--- config.mk ---
export PLATFORM = sky130hd
export DESIGN_NAME = gfe_error_status
export DESIGN_NICKNAME = d
export VERILOG_FILES = /design/src/hdl/gfe_flag_bit.v /design/src/hdl/gfe_error_status.v
export VERILOG_INCLUDE_DIRS = /design/src /design/src/hdl
export SDC_FILE = /design/constraint.sdc
export NUM_CORES = 1
export LEC_CHECK = 0
export BUFFER_PORTS_ARGS = -buffer_cell sky130_fd_sc_hd__buf_2
export CORE_MARGIN = 5
export CORE_UTILIZATION = 25
export DETAILED_ROUTE_END_ITERATION = 16
export GPL_TIMING_DRIVEN = 0
export PLACE_DENSITY = 0.56
export SYNTH_ARGS = -nofsm -noshare
export SYNTH_HDL_FRONTEND = slang
export SYNTH_SLANG_ARGS = --single-unit
--- constraint.sdc ---
create_clock -name clk_i -period 1.9 [get_ports clk_i]
set_clock_uncertainty 0.05 [all_clocks]
set_input_delay 0.095 -clock clk_i [delete_from_list [all_inputs] [get_ports clk_i]]
set_output_delay 0.095 -clock clk_i [all_outputs]
set_load 0.05 [all_outputs]
--- src/hdl/gfe_defs.vh ---
/*
 * Constants for the input-pin and fan-tach error status bank.
 * Assumes inclusion by bare name from the design files.
 */
`ifndef GFE_DEFS_VH
`define GFE_DEFS_VH

`define GFE_ADDR_INPUT_FLAGS 8'h46
`define GFE_ADDR_FAN_FLAGS   8'h47
`define GFE_RESET_FLAGS      8'h00
`define GFE_FAN_BITS         4
`define GFE_SLEEP_S0         2'h0
`define GFE_SLEEP_S1         2'h1
`define GFE_SLEEP_S3         2'h2
`define GFE_SLEEP_S45        2'h3
`define GFE_FAN_RES_VAL      4'h0
`define GFE_UNMAPPED_READ    8'h00

`endif

--- src/hdl/gfe_flag_bit.v ---
/*
 * One sticky write-one-clear error flag.
 * Assumes a synchronous, active-high reset and a one-cycle clear strobe.
 */
`timescale 1ns/1ns
module gfe_flag_bit (
	// Clock and reset
	input  wire clk_i,
	input  wire rst_i,
	// Condition and control
	input  wire cond_i,
	input  wire mask_i,
	input  wire clr_i,
	// Flag
	output reg  flag_o
);
	wire set_w;

	assign set_w = cond_i & ~mask_i;

	always @(posedge clk_i) begin
		if (rst_i) begin
			flag_o <= 1'b0;
		end else if (set_w) begin
			// Set wins over a clear in the same cycle; a live unmasked condition blocks the clear
			flag_o <= 1'b1;
		end else if (clr_i) begin
			flag_o <= 1'b0;
		end
	end
endmodule // gfe_flag_bit

--- src/hdl/gfe_error_status.v ---
/*
 * Input-pin and fan-tach sticky error status registers with sleep masking.
 * Assumes a byte-wide register port decoded by the serial interface logic
 * outside, and tach counts and limits supplied as plain ports.
 */
`timescale 1ns/1ns
`include "gfe_defs.vh"

// Functional notes
// - Low input pin sets its error flag
// - Input error mask suppresses that flag
// - Tach count above limit sets fan flag
// - Flags masked in S4/5, optionally S1/S3
// - Flags stay set until software clears
// - Writing one clears; zero leaves flag
// - Clear ignored while unmasked condition still present
// - Sleep masks and last-written sleep state apply
module gfe_error_status #(
	parameter TACH_W = 16
) (
	// Clock and reset
	input  wire                  clk_i,
	input  wire                  rst_i,
	// Register port
	input  wire [7:0]            reg_addr_i,
	input  wire                  reg_wr_i,
	input  wire                  reg_rd_i,
	input  wire [7:0]            reg_wdata_i,
	output reg  [7:0]            reg_rdata_o,
	// Pins and measurements
	input  wire [7:0]            general_input_pin_i,
	input  wire [4*TACH_W-1:0]   tach_count_i,
	input  wire [4*TACH_W-1:0]   tach_limit_i,
	// Configuration kept elsewhere in the register map
	input  wire [7:0]            input_error_mask_i,
	input  wire [1:0]            sleep_state_i,
	input  wire                  sleep_mask_s1_i,
	input  wire                  sleep_mask_s3_i,
	// Flags
	output wire [7:0]            input_low_flags_o,
	output wire [3:0]            tach_slow_flags_o
);
	// Sleep gating and register strobes
	wire                sleep_mask_w;
	wire                wr_in_w;
	wire                wr_fan_w;
	// Per-pin set conditions, masks and clear strobes
	wire [7:0]          in_low_w;
	wire [7:0]          in_mask_w;
	wire [7:0]          in_clr_w;
	// Per-channel tach counts and limits
	wire [TACH_W-1:0]   tach1_count_w;
	wire [TACH_W-1:0]   tach2_count_w;
	wire [TACH_W-1:0]   tach3_count_w;
	wire [TACH_W-1:0]   tach4_count_w;
	wire [TACH_W-1:0]   tach1_limit_w;
	wire [TACH_W-1:0]   tach2_limit_w;
	wire [TACH_W-1:0]   tach3_limit_w;
	wire [TACH_W-1:0]   tach4_limit_w;
	wire [3:0]          slow_w;
	wire [3:0]          fan_clr_w;
	// Read path
	reg  [7:0]          rdata_nxt;

	// S4/5 always masks; S1 and S3 only when their enable is set
	assign sleep_mask_w = (sleep_state_i == `GFE_SLEEP_S45) |
		((sleep_state_i == `GFE_SLEEP_S1) & sleep_mask_s1_i) |
		((sleep_state_i == `GFE_SLEEP_S3) & sleep_mask_s3_i);
	assign wr_in_w  = reg_wr_i & (reg_addr_i == `GFE_ADDR_INPUT_FLAGS);
	assign wr_fan_w = reg_wr_i & (reg_addr_i == `GFE_ADDR_FAN_FLAGS);

	assign in_low_w  = ~general_input_pin_i;
	assign in_mask_w = input_error_mask_i | {8{sleep_mask_w}};
	assign in_clr_w  = reg_wdata_i & {8{wr_in_w}};

	// Channel 1 sits in the low bits of the packed buses
	assign tach1_count_w = tach_count_i[0*TACH_W +: TACH_W];
	assign tach2_count_w = tach_count_i[1*TACH_W +: TACH_W];
	assign tach3_count_w = tach_count_i[2*TACH_W +: TACH_W];
	assign tach4_count_w = tach_count_i[3*TACH_W +: TACH_W];
	assign tach1_limit_w = tach_limit_i[0*TACH_W +: TACH_W];
	assign tach2_limit_w = tach_limit_i[1*TACH_W +: TACH_W];
	assign tach3_limit_w = tach_limit_i[2*TACH_W +: TACH_W];
	assign tach4_limit_w = tach_limit_i[3*TACH_W +: TACH_W];

	// Strictly above: a count equal to its limit is no error
	assign slow_w[0] = tach1_count_w > tach1_limit_w;
	assign slow_w[1] = tach2_count_w > tach2_limit_w;
	assign slow_w[2] = tach3_count_w > tach3_limit_w;
	assign slow_w[3] = tach4_count_w > tach4_limit_w;
	// Reserved bits 7:4 have no flag behind them, so writes there go nowhere
	assign fan_clr_w = reg_wdata_i[`GFE_FAN_BITS-1:0] & {`GFE_FAN_BITS{wr_fan_w}};

	// Sleep masking only blocks new sets; flags already set ride through
	gfe_flag_bit u_in0 (
		.clk_i  (clk_i),
		.rst_i  (rst_i),
		.cond_i (in_low_w[0]),
		.mask_i (in_mask_w[0]),
		.clr_i  (in_clr_w[0]),
		.flag_o (input_low_flags_o[0])
	);

	gfe_flag_bit u_in1 (
		.clk_i  (clk_i),
		.rst_i  (rst_i),
		.cond_i (in_low_w[1]),
		.mask_i (in_mask_w[1]),
		.clr_i  (in_clr_w[1]),
		.flag_o (input_low_flags_o[1])
	);

	gfe_flag_bit u_in2 (
		.clk_i  (clk_i),
		.rst_i  (rst_i),
		.cond_i (in_low_w[2]),
		.mask_i (in_mask_w[2]),
		.clr_i  (in_clr_w[2]),
		.flag_o (input_low_flags_o[2])
	);

	gfe_flag_bit u_in3 (
		.clk_i  (clk_i),
		.rst_i  (rst_i),
		.cond_i (in_low_w[3]),
		.mask_i (in_mask_w[3]),
		.clr_i  (in_clr_w[3]),
		.flag_o (input_low_flags_o[3])
	);

	gfe_flag_bit u_in4 (
		.clk_i  (clk_i),
		.rst_i  (rst_i),
		.cond_i (in_low_w[4]),
		.mask_i (in_mask_w[4]),
		.clr_i  (in_clr_w[4]),
		.flag_o (input_low_flags_o[4])
	);

	gfe_flag_bit u_in5 (
		.clk_i  (clk_i),
		.rst_i  (rst_i),
		.cond_i (in_low_w[5]),
		.mask_i (in_mask_w[5]),
		.clr_i  (in_clr_w[5]),
		.flag_o (input_low_flags_o[5])
	);

	gfe_flag_bit u_in6 (
		.clk_i  (clk_i),
		.rst_i  (rst_i),
		.cond_i (in_low_w[6]),
		.mask_i (in_mask_w[6]),
		.clr_i  (in_clr_w[6]),
		.flag_o (input_low_flags_o[6])
	);

	gfe_flag_bit u_in7 (
		.clk_i  (clk_i),
		.rst_i  (rst_i),
		.cond_i (in_low_w[7]),
		.mask_i (in_mask_w[7]),
		.clr_i  (in_clr_w[7]),
		.flag_o (input_low_flags_o[7])
	);

	gfe_flag_bit u_fan1 (
		.clk_i  (clk_i),
		.rst_i  (rst_i),
		.cond_i (slow_w[0]),
		.mask_i (sleep_mask_w),
		.clr_i  (fan_clr_w[0]),
		.flag_o (tach_slow_flags_o[0])
	);

	gfe_flag_bit u_fan2 (
		.clk_i  (clk_i),
		.rst_i  (rst_i),
		.cond_i (slow_w[1]),
		.mask_i (sleep_mask_w),
		.clr_i  (fan_clr_w[1]),
		.flag_o (tach_slow_flags_o[1])
	);

	gfe_flag_bit u_fan3 (
		.clk_i  (clk_i),
		.rst_i  (rst_i),
		.cond_i (slow_w[2]),
		.mask_i (sleep_mask_w),
		.clr_i  (fan_clr_w[2]),
		.flag_o (tach_slow_flags_o[2])
	);

	gfe_flag_bit u_fan4 (
		.clk_i  (clk_i),
		.rst_i  (rst_i),
		.cond_i (slow_w[3]),
		.mask_i (sleep_mask_w),
		.clr_i  (fan_clr_w[3]),
		.flag_o (tach_slow_flags_o[3])
	);

	// Unmapped addresses read as zero; data holds between reads
	always @* begin
		rdata_nxt = reg_rdata_o;
		if (reg_rd_i) begin
			case (reg_addr_i)
				`GFE_ADDR_INPUT_FLAGS: rdata_nxt = input_low_flags_o;
				`GFE_ADDR_FAN_FLAGS:   rdata_nxt = {`GFE_FAN_RES_VAL, tach_slow_flags_o};
				default:               rdata_nxt = `GFE_UNMAPPED_READ;
			endcase
		end
	end

	always @(posedge clk_i) begin
		if (rst_i) begin
			reg_rdata_o <= `GFE_RESET_FLAGS;
		end else begin
			reg_rdata_o <= rdata_nxt;
		end
	end
endmodule // gfe_error_status

==> results of run 1 <==
## cells in the final DEF, fill, tap and decap left out, drive strengths merged
master	synthesis	routed
nand4	16	16
inv	71	71
a211o	4	4
or2	1	1
clkbuf	2	6
o31ai	4	4
a21oi	33	33
nor3	9	9
o211ai	4	4
nand3	5	5
a21boi	3	3
a211oi	1	1
or4b	1	1
buf	13	199
nor2	19	19
nor2b	4	4
a21o	2	2
a2111oi	7	7
o21a	3	3
o221ai	3	3
nor4	6	6
nand3b	1	1
nor4b	1	1
dfxtp	20	20
and3	1	1
clkinv	1	1
a22oi	8	8
mux2	4	4
ha	64	64
o21ai	1	1
nand2	15	15
## registers in the layout, summed over array words and instances, names as in the netlist
register and cells:
reg_rdata_o 8, u_fan1.flag_o 1, u_fan2.flag_o 1, u_fan3.flag_o 1
u_fan4.flag_o 1, u_in0.flag_o 1, u_in1.flag_o 1, u_in2.flag_o 1
u_in3.flag_o 1, u_in4.flag_o 1, u_in5.flag_o 1, u_in6.flag_o 1
u_in7.flag_o 1
## final cells by class
cell class / count / area [µm²]
Tap cell: 133 / 166
Buffer: 15 / 101
Sequential cell: 20 / 400
Inverter: 72 / 270
Multi-Input combinational cell: 220 / 1740
Timing Repair Buffer: 186 / 931
Fill cell: 1084 / 6110
Clock buffer: 4 / 55.1
## worst paths after layout
kind                         start              to  slack (ps)
setup / recovery  tach_count_i[23]   u_fan2.flag_o         310
hold / removal               rst_i   u_fan2.flag_o          80
setup reg to reg     u_fan1.flag_o  reg_rdata_o[0]         900
hold reg to reg     reg_rdata_o[7]  reg_rdata_o[7]         470
## metal layers
| metal | part of all wire | vias up | GRT usage |
|---|---|---|---|
| met5 | 0 | - | 0 |
| met1 | 0.42 | 1287 | 0.149 |
| met2 | 0.49 | 113 | 0.227 |
| met3 | 0.088 | 7 | 0.0163 |
| li1 | - | 1528 | - |
| met4 | 0.0091 | 0 | 0.0211 |
## power breakdown
part	internal [W]	switching [W]	leakage (nW)
Sequential	0.000440	0.0000166	0.163
Clock	0.000184	0.000139	0.0288
Combinational	0.000317	0.000333	1.94
## critical path, stage by stage
cell and delay (ps):
buf_2 110, ha_1 320, a21oi_1 150, o21a_1 130, o221ai_1 130, a2111oi_0 630
o31ai_1 110
## stage by stage
step                cells  total power (W)  worst slack (ps)  utilization
floorplan             327         0.000849               405            -
global placement      646          0.00111             -29.7        0.370
detailed placement    646          0.00112              15.2        0.370
CTS                   650          0.00145               289        0.375
global route          650          0.00155              47.1        0.375
finish                650          0.00143               307        0.375
## kinds of logic after synthesis
kind of cell    Yosys count
compound gates           73
fa+ha+maj                64
buf+inv                  87
flops                    20
mux                       4
simple gates             79
==> results_dict.tcl, run 1 <==
set metrics [dict create \
    grt_pass1_wl_mm 12.2 \
    core_area_um2 9770 \
    synth_seq_area_share 0.159 \
    synth_async_sr_flop_share 0 \
    synth_seq_cells 20 \
    antenna_cells 0 \
    postRouteAntennaNets 0 \
    final_area_um2 3670 \
    fp.dieH_um 110 \
    dieWidth_um 110 \
    dieArea_um2 12200 \
    cts_tree "built" \
    hold_viol_final 0 \
    crit_type "input pin to flop" \
    route.vias.total 2935 \
    dp.final_hpwl_mm 7.36 \
    track_usage 0.121 \
    area_growth_pct 45.8 \
    grt-ovfl-total 0 \
    arrival_ps 1670 \
    finalCritPeriodShare 0.838 \
    synthAdderAreaFrac 0.318 \
    postPlaceCellArea_um2 3610 \
    initial_core_util 0.257 \
    cts_root_buf "clkbuf_8" \
    numClockSinks 20 \
    ir_drop_v 0.000183 \
    hold_depth 3 \
    timing.hold.ws_ps 79.9 \
    maxCapViolCount 0 \
    gp_congestion 0.788 \
    ys.flop_type "dfxtp_1" \
    worst_pin_slew_ps 715 \
    htree_levels 1 \
    setup_tns_ps 0 \
    slew_headroom 0.521 \
    grt_pass1_vias 2923 \
    synthTopCellsByCount "71 x inv_1, 64 x ha_1, 33 x a21oi_1" \
    fin_crit_ps 1590 \
    ios 188 \
    rsz0062_at_grt "false" \
    start_kind "input pin" \
    remaining_drc_errors 0 \
    crit_required_ps 1980 \
    syn_avg_cell_area_um2 7.69 \
    wl_mm 8.04 \
    clk_latency_ps 260 \
    synth_most_common_cell "inv_1" \
    postSynthCellCount 327 \
    drt_iter0_markers 86 \
    ys_warn_count 0 \
    cts.clk_slew.worst_paths_ps 70 \
    yosys.area.top_type "ha_1" \
    yosys.cell_types.count 32 \
    power.density_nw_per_um2 390 \
    min_path_type "input pin to flop" \
    setup_viol 0 \
    layout-drive-gt1-share 0.404 \
    critPathCaptureType "flop" \
    numCtsBuffers 3 \
    layout.nets 750 \
    synth_mux_area_frac 0.0179 \
    viasPerCell 4.52 \
    drv_slew 0 \
    grt_max_degree 12 \
    synth.top_cell.area_share 0.318 \
    synth_compound_area_frac 0.191 \
    rr_worst_depth 3 \
    p_leak_nw 2.13 \
    status "finished, final reports clean" \
    cp_max_fo 3 \
    synth-simple-area-share 0.166 \
    hold_buffers 0 \
    cts_buffer_depth 2 \
    first_pass_iters 4 \
    synth.area.top_cells "ha_1 32%, dfxtp_1 16%, inv_1 11%" \
    wire_per_inst_um 12.4 \
    cts_setup_buffers 0 \
    clock.fmax_mhz 628 \
    row_count 36 \
    ctsResizeCount 0 \
    netlist_area_um2 2520 \
    io_buffers 186 \
    synth_edf_count 0 \
    synth_top_family_by_area "adder cells" \
    mappedNetlistNets 559 \
    synth_xor_area_frac 0 \
    grt_antenna_before_repair 0 \
]
No activity file was read; power rests on OpenSTA's default activity.
==> run 2, diff against run 1 <==
==> constraint.sdc (replaced) <==
create_clock -name clk_i -period 1.6 [get_ports clk_i]
set_clock_uncertainty 0.05 [all_clocks]
set_input_delay 0.08 -clock clk_i [delete_from_list [all_inputs] [get_ports clk_i]]
set_output_delay 0.08 -clock clk_i [all_outputs]
set_load 0.05 [all_outputs]
==> results_dict.tcl, run 2 (synthesis gave the netlist of run 1 again) <==
set metrics [dict create \
    cts_buffer_depth 2 \
    fp.dieH_um 110 \
    setup_tns_ps 0 \
    first_pass_iters 4 \
    ir_drop_v 0.000218 \
    power_frac_clock 0.225 \
    rr_worst_depth 3 \
    wire_per_inst_um 12.4 \
    htree_levels 1 \
    post-route-util 0.377 \
    drv_slew 0 \
    power_w 0.00170 \
    r2r-start "u_fan1.flag_o" \
    route.top_layer_used "met4" \
    reg2reg_slack_ps 600 \
    postRouteAntennaNets 0 \
    maxCapViolCount 0 \
    crit_required_ps 1750 \
    layout-drive-gt1-share 0.407 \
    final_cell_mix "186 x buf_2, 71 x inv_1, 64 x ha_1" \
    setup_viol 0 \
    cts.clk_slew.worst_paths_ps 70 \
    gp_congestion 0.788 \
    wl_mm 8.04 \
    slew_headroom 0.524 \
    finalCritPeriodShare 0.914 \
    timing.hold.ws_ps 65.7 \
    numClockSinks 20 \
    core_area_um2 9770 \
    grt_antenna_before_repair 0 \
    arrival_ps 1610 \
    fin_crit_ps 1460 \
    top_register "reg_rdata_o" \
    grt-ovfl-total 0 \
    crit_end "reg_rdata_o[6]" \
    met1_length_mm 3.35 \
    dieWidth_um 110 \
    grt_max_degree 12 \
    hold_viol_final 0 \
    grt_pass1_vias 2923 \
    p_comb_frac 0.456 \
    area_growth_pct 46.4 \
    min_path_type "input pin to flop" \
    route.vias.total 2933 \
    wl_met2_mm 3.93 \
    hold_buffers 0 \
    start_kind "input pin" \
    initial_core_util 0.257 \
    largest_reg_flops 8 \
    switching_share 0.341 \
    dp.final_hpwl_mm 7.36 \
    wl_met3_um 705 \
    row_count 36 \
    final_common_cell "buf_2" \
    dieArea_um2 12200 \
    drt_iter0_markers 76 \
    antenna_cells 0 \
    startpoint "reg_addr_i[5]" \
    remaining_drc_errors 0 \
    viasPerCell 4.51 \
    cts_tree "built" \
    cts_root_buf "clkbuf_8" \
    p_int_w 0.00112 \
    layout.nets 751 \
    numCtsBuffers 3 \
    clk_latency_ps 250 \
    p_leak_nw 2.14 \
    power.switching_w 0.000581 \
    clock.fmax_mhz 684 \
    grt_pass1_wl_mm 12.2 \
    cp_max_fo 4 \
    power_frac_seq 0.318 \
    crit_type "input pin to flop" \
    ios 188 \
    rsz0062_at_grt "false" \
    critPathCaptureType "flop" \
    io_buffers 186 \
    status "finished, final reports clean" \
    worst_pin_slew_ps 711 \
    reg2reg_to "reg_rdata_o[0]" \
    track_usage 0.121 \
    power.density_nw_per_um2 462 \
]
==> run 2: changes by cell type in the layout (fill, tap and decap cells not counted), sizes merged <==
cell,change
buf,+1
==> run 2: repair_timing <==
item                                    in CTS  in global routing
endpoints found under the setup margin       0                 10
endpoints found under the hold margin        0                  0
setup buffers                                0                  1
gates resized for setup                      0                  4
==> run 2: metrics by stage <==
stage	std cells	setup WS, ps	instance area [µm²]
global placement	646	-315	3610
global route	651	6.03	3680
detailed placement	646	-270	3610
floorplan	327	120	2520
CTS	650	3.54	3670
finish	651	138	3680
==> run 2: how the worst min path moves through the flow <==
| stage | cells after the start | endpoint | start | slack (ps) |
|---|---|---|---|---|
| after floorplan | 2 | u_fan2.flag_o | rst_i | 210 |
| after global placement | 4 | u_in5.flag_o | reg_wdata_i[5] | 340 |
| after detailed placement | 3 | u_fan1.flag_o | reg_wdata_i[0] | 340 |
| after CTS | 3 | u_fan2.flag_o | rst_i | 70 |
| after global routing | 3 | u_fan1.flag_o | reg_wdata_i[0] | 80 |
| final | 3 | u_fan2.flag_o | rst_i | 70 |
==> run 2: critical path: stages <==
cell and delay (ps):
buf_2 100, or4b_4 570, nor4_1 590, a22oi_1 150
nor2_1 120
==> run 2: layout make-up <==
type	count	area (µm²)
Buffer	15	101
Tap cell	133	166
Multi-Input combinational cell	220	1750
Clock buffer	4	55.1
Fill cell	1084	6090
Sequential cell	20	400
Timing Repair Buffer	187	938
Inverter	72	270
==> run 2: power groups by stage <==
stage / clock, W / sequential, W / combinational, W
floorplan: 0 / 0.000547 / 0.000462
global placement: 0 / 0.000554 / 0.000760
detailed placement: 0 / 0.000554 / 0.000779
CTS: 0.000398 / 0.000542 / 0.000784
global route: 0.000416 / 0.000545 / 0.000885
finish: 0.000383 / 0.000542 / 0.000776
==> run 2: per-layer routing <==
metal,vias up,global-route usage
li1,1529,-
met1,1290,0.149
met2,109,0.227
met3,5,0.0163
met4,0,0.0211
met5,-,0
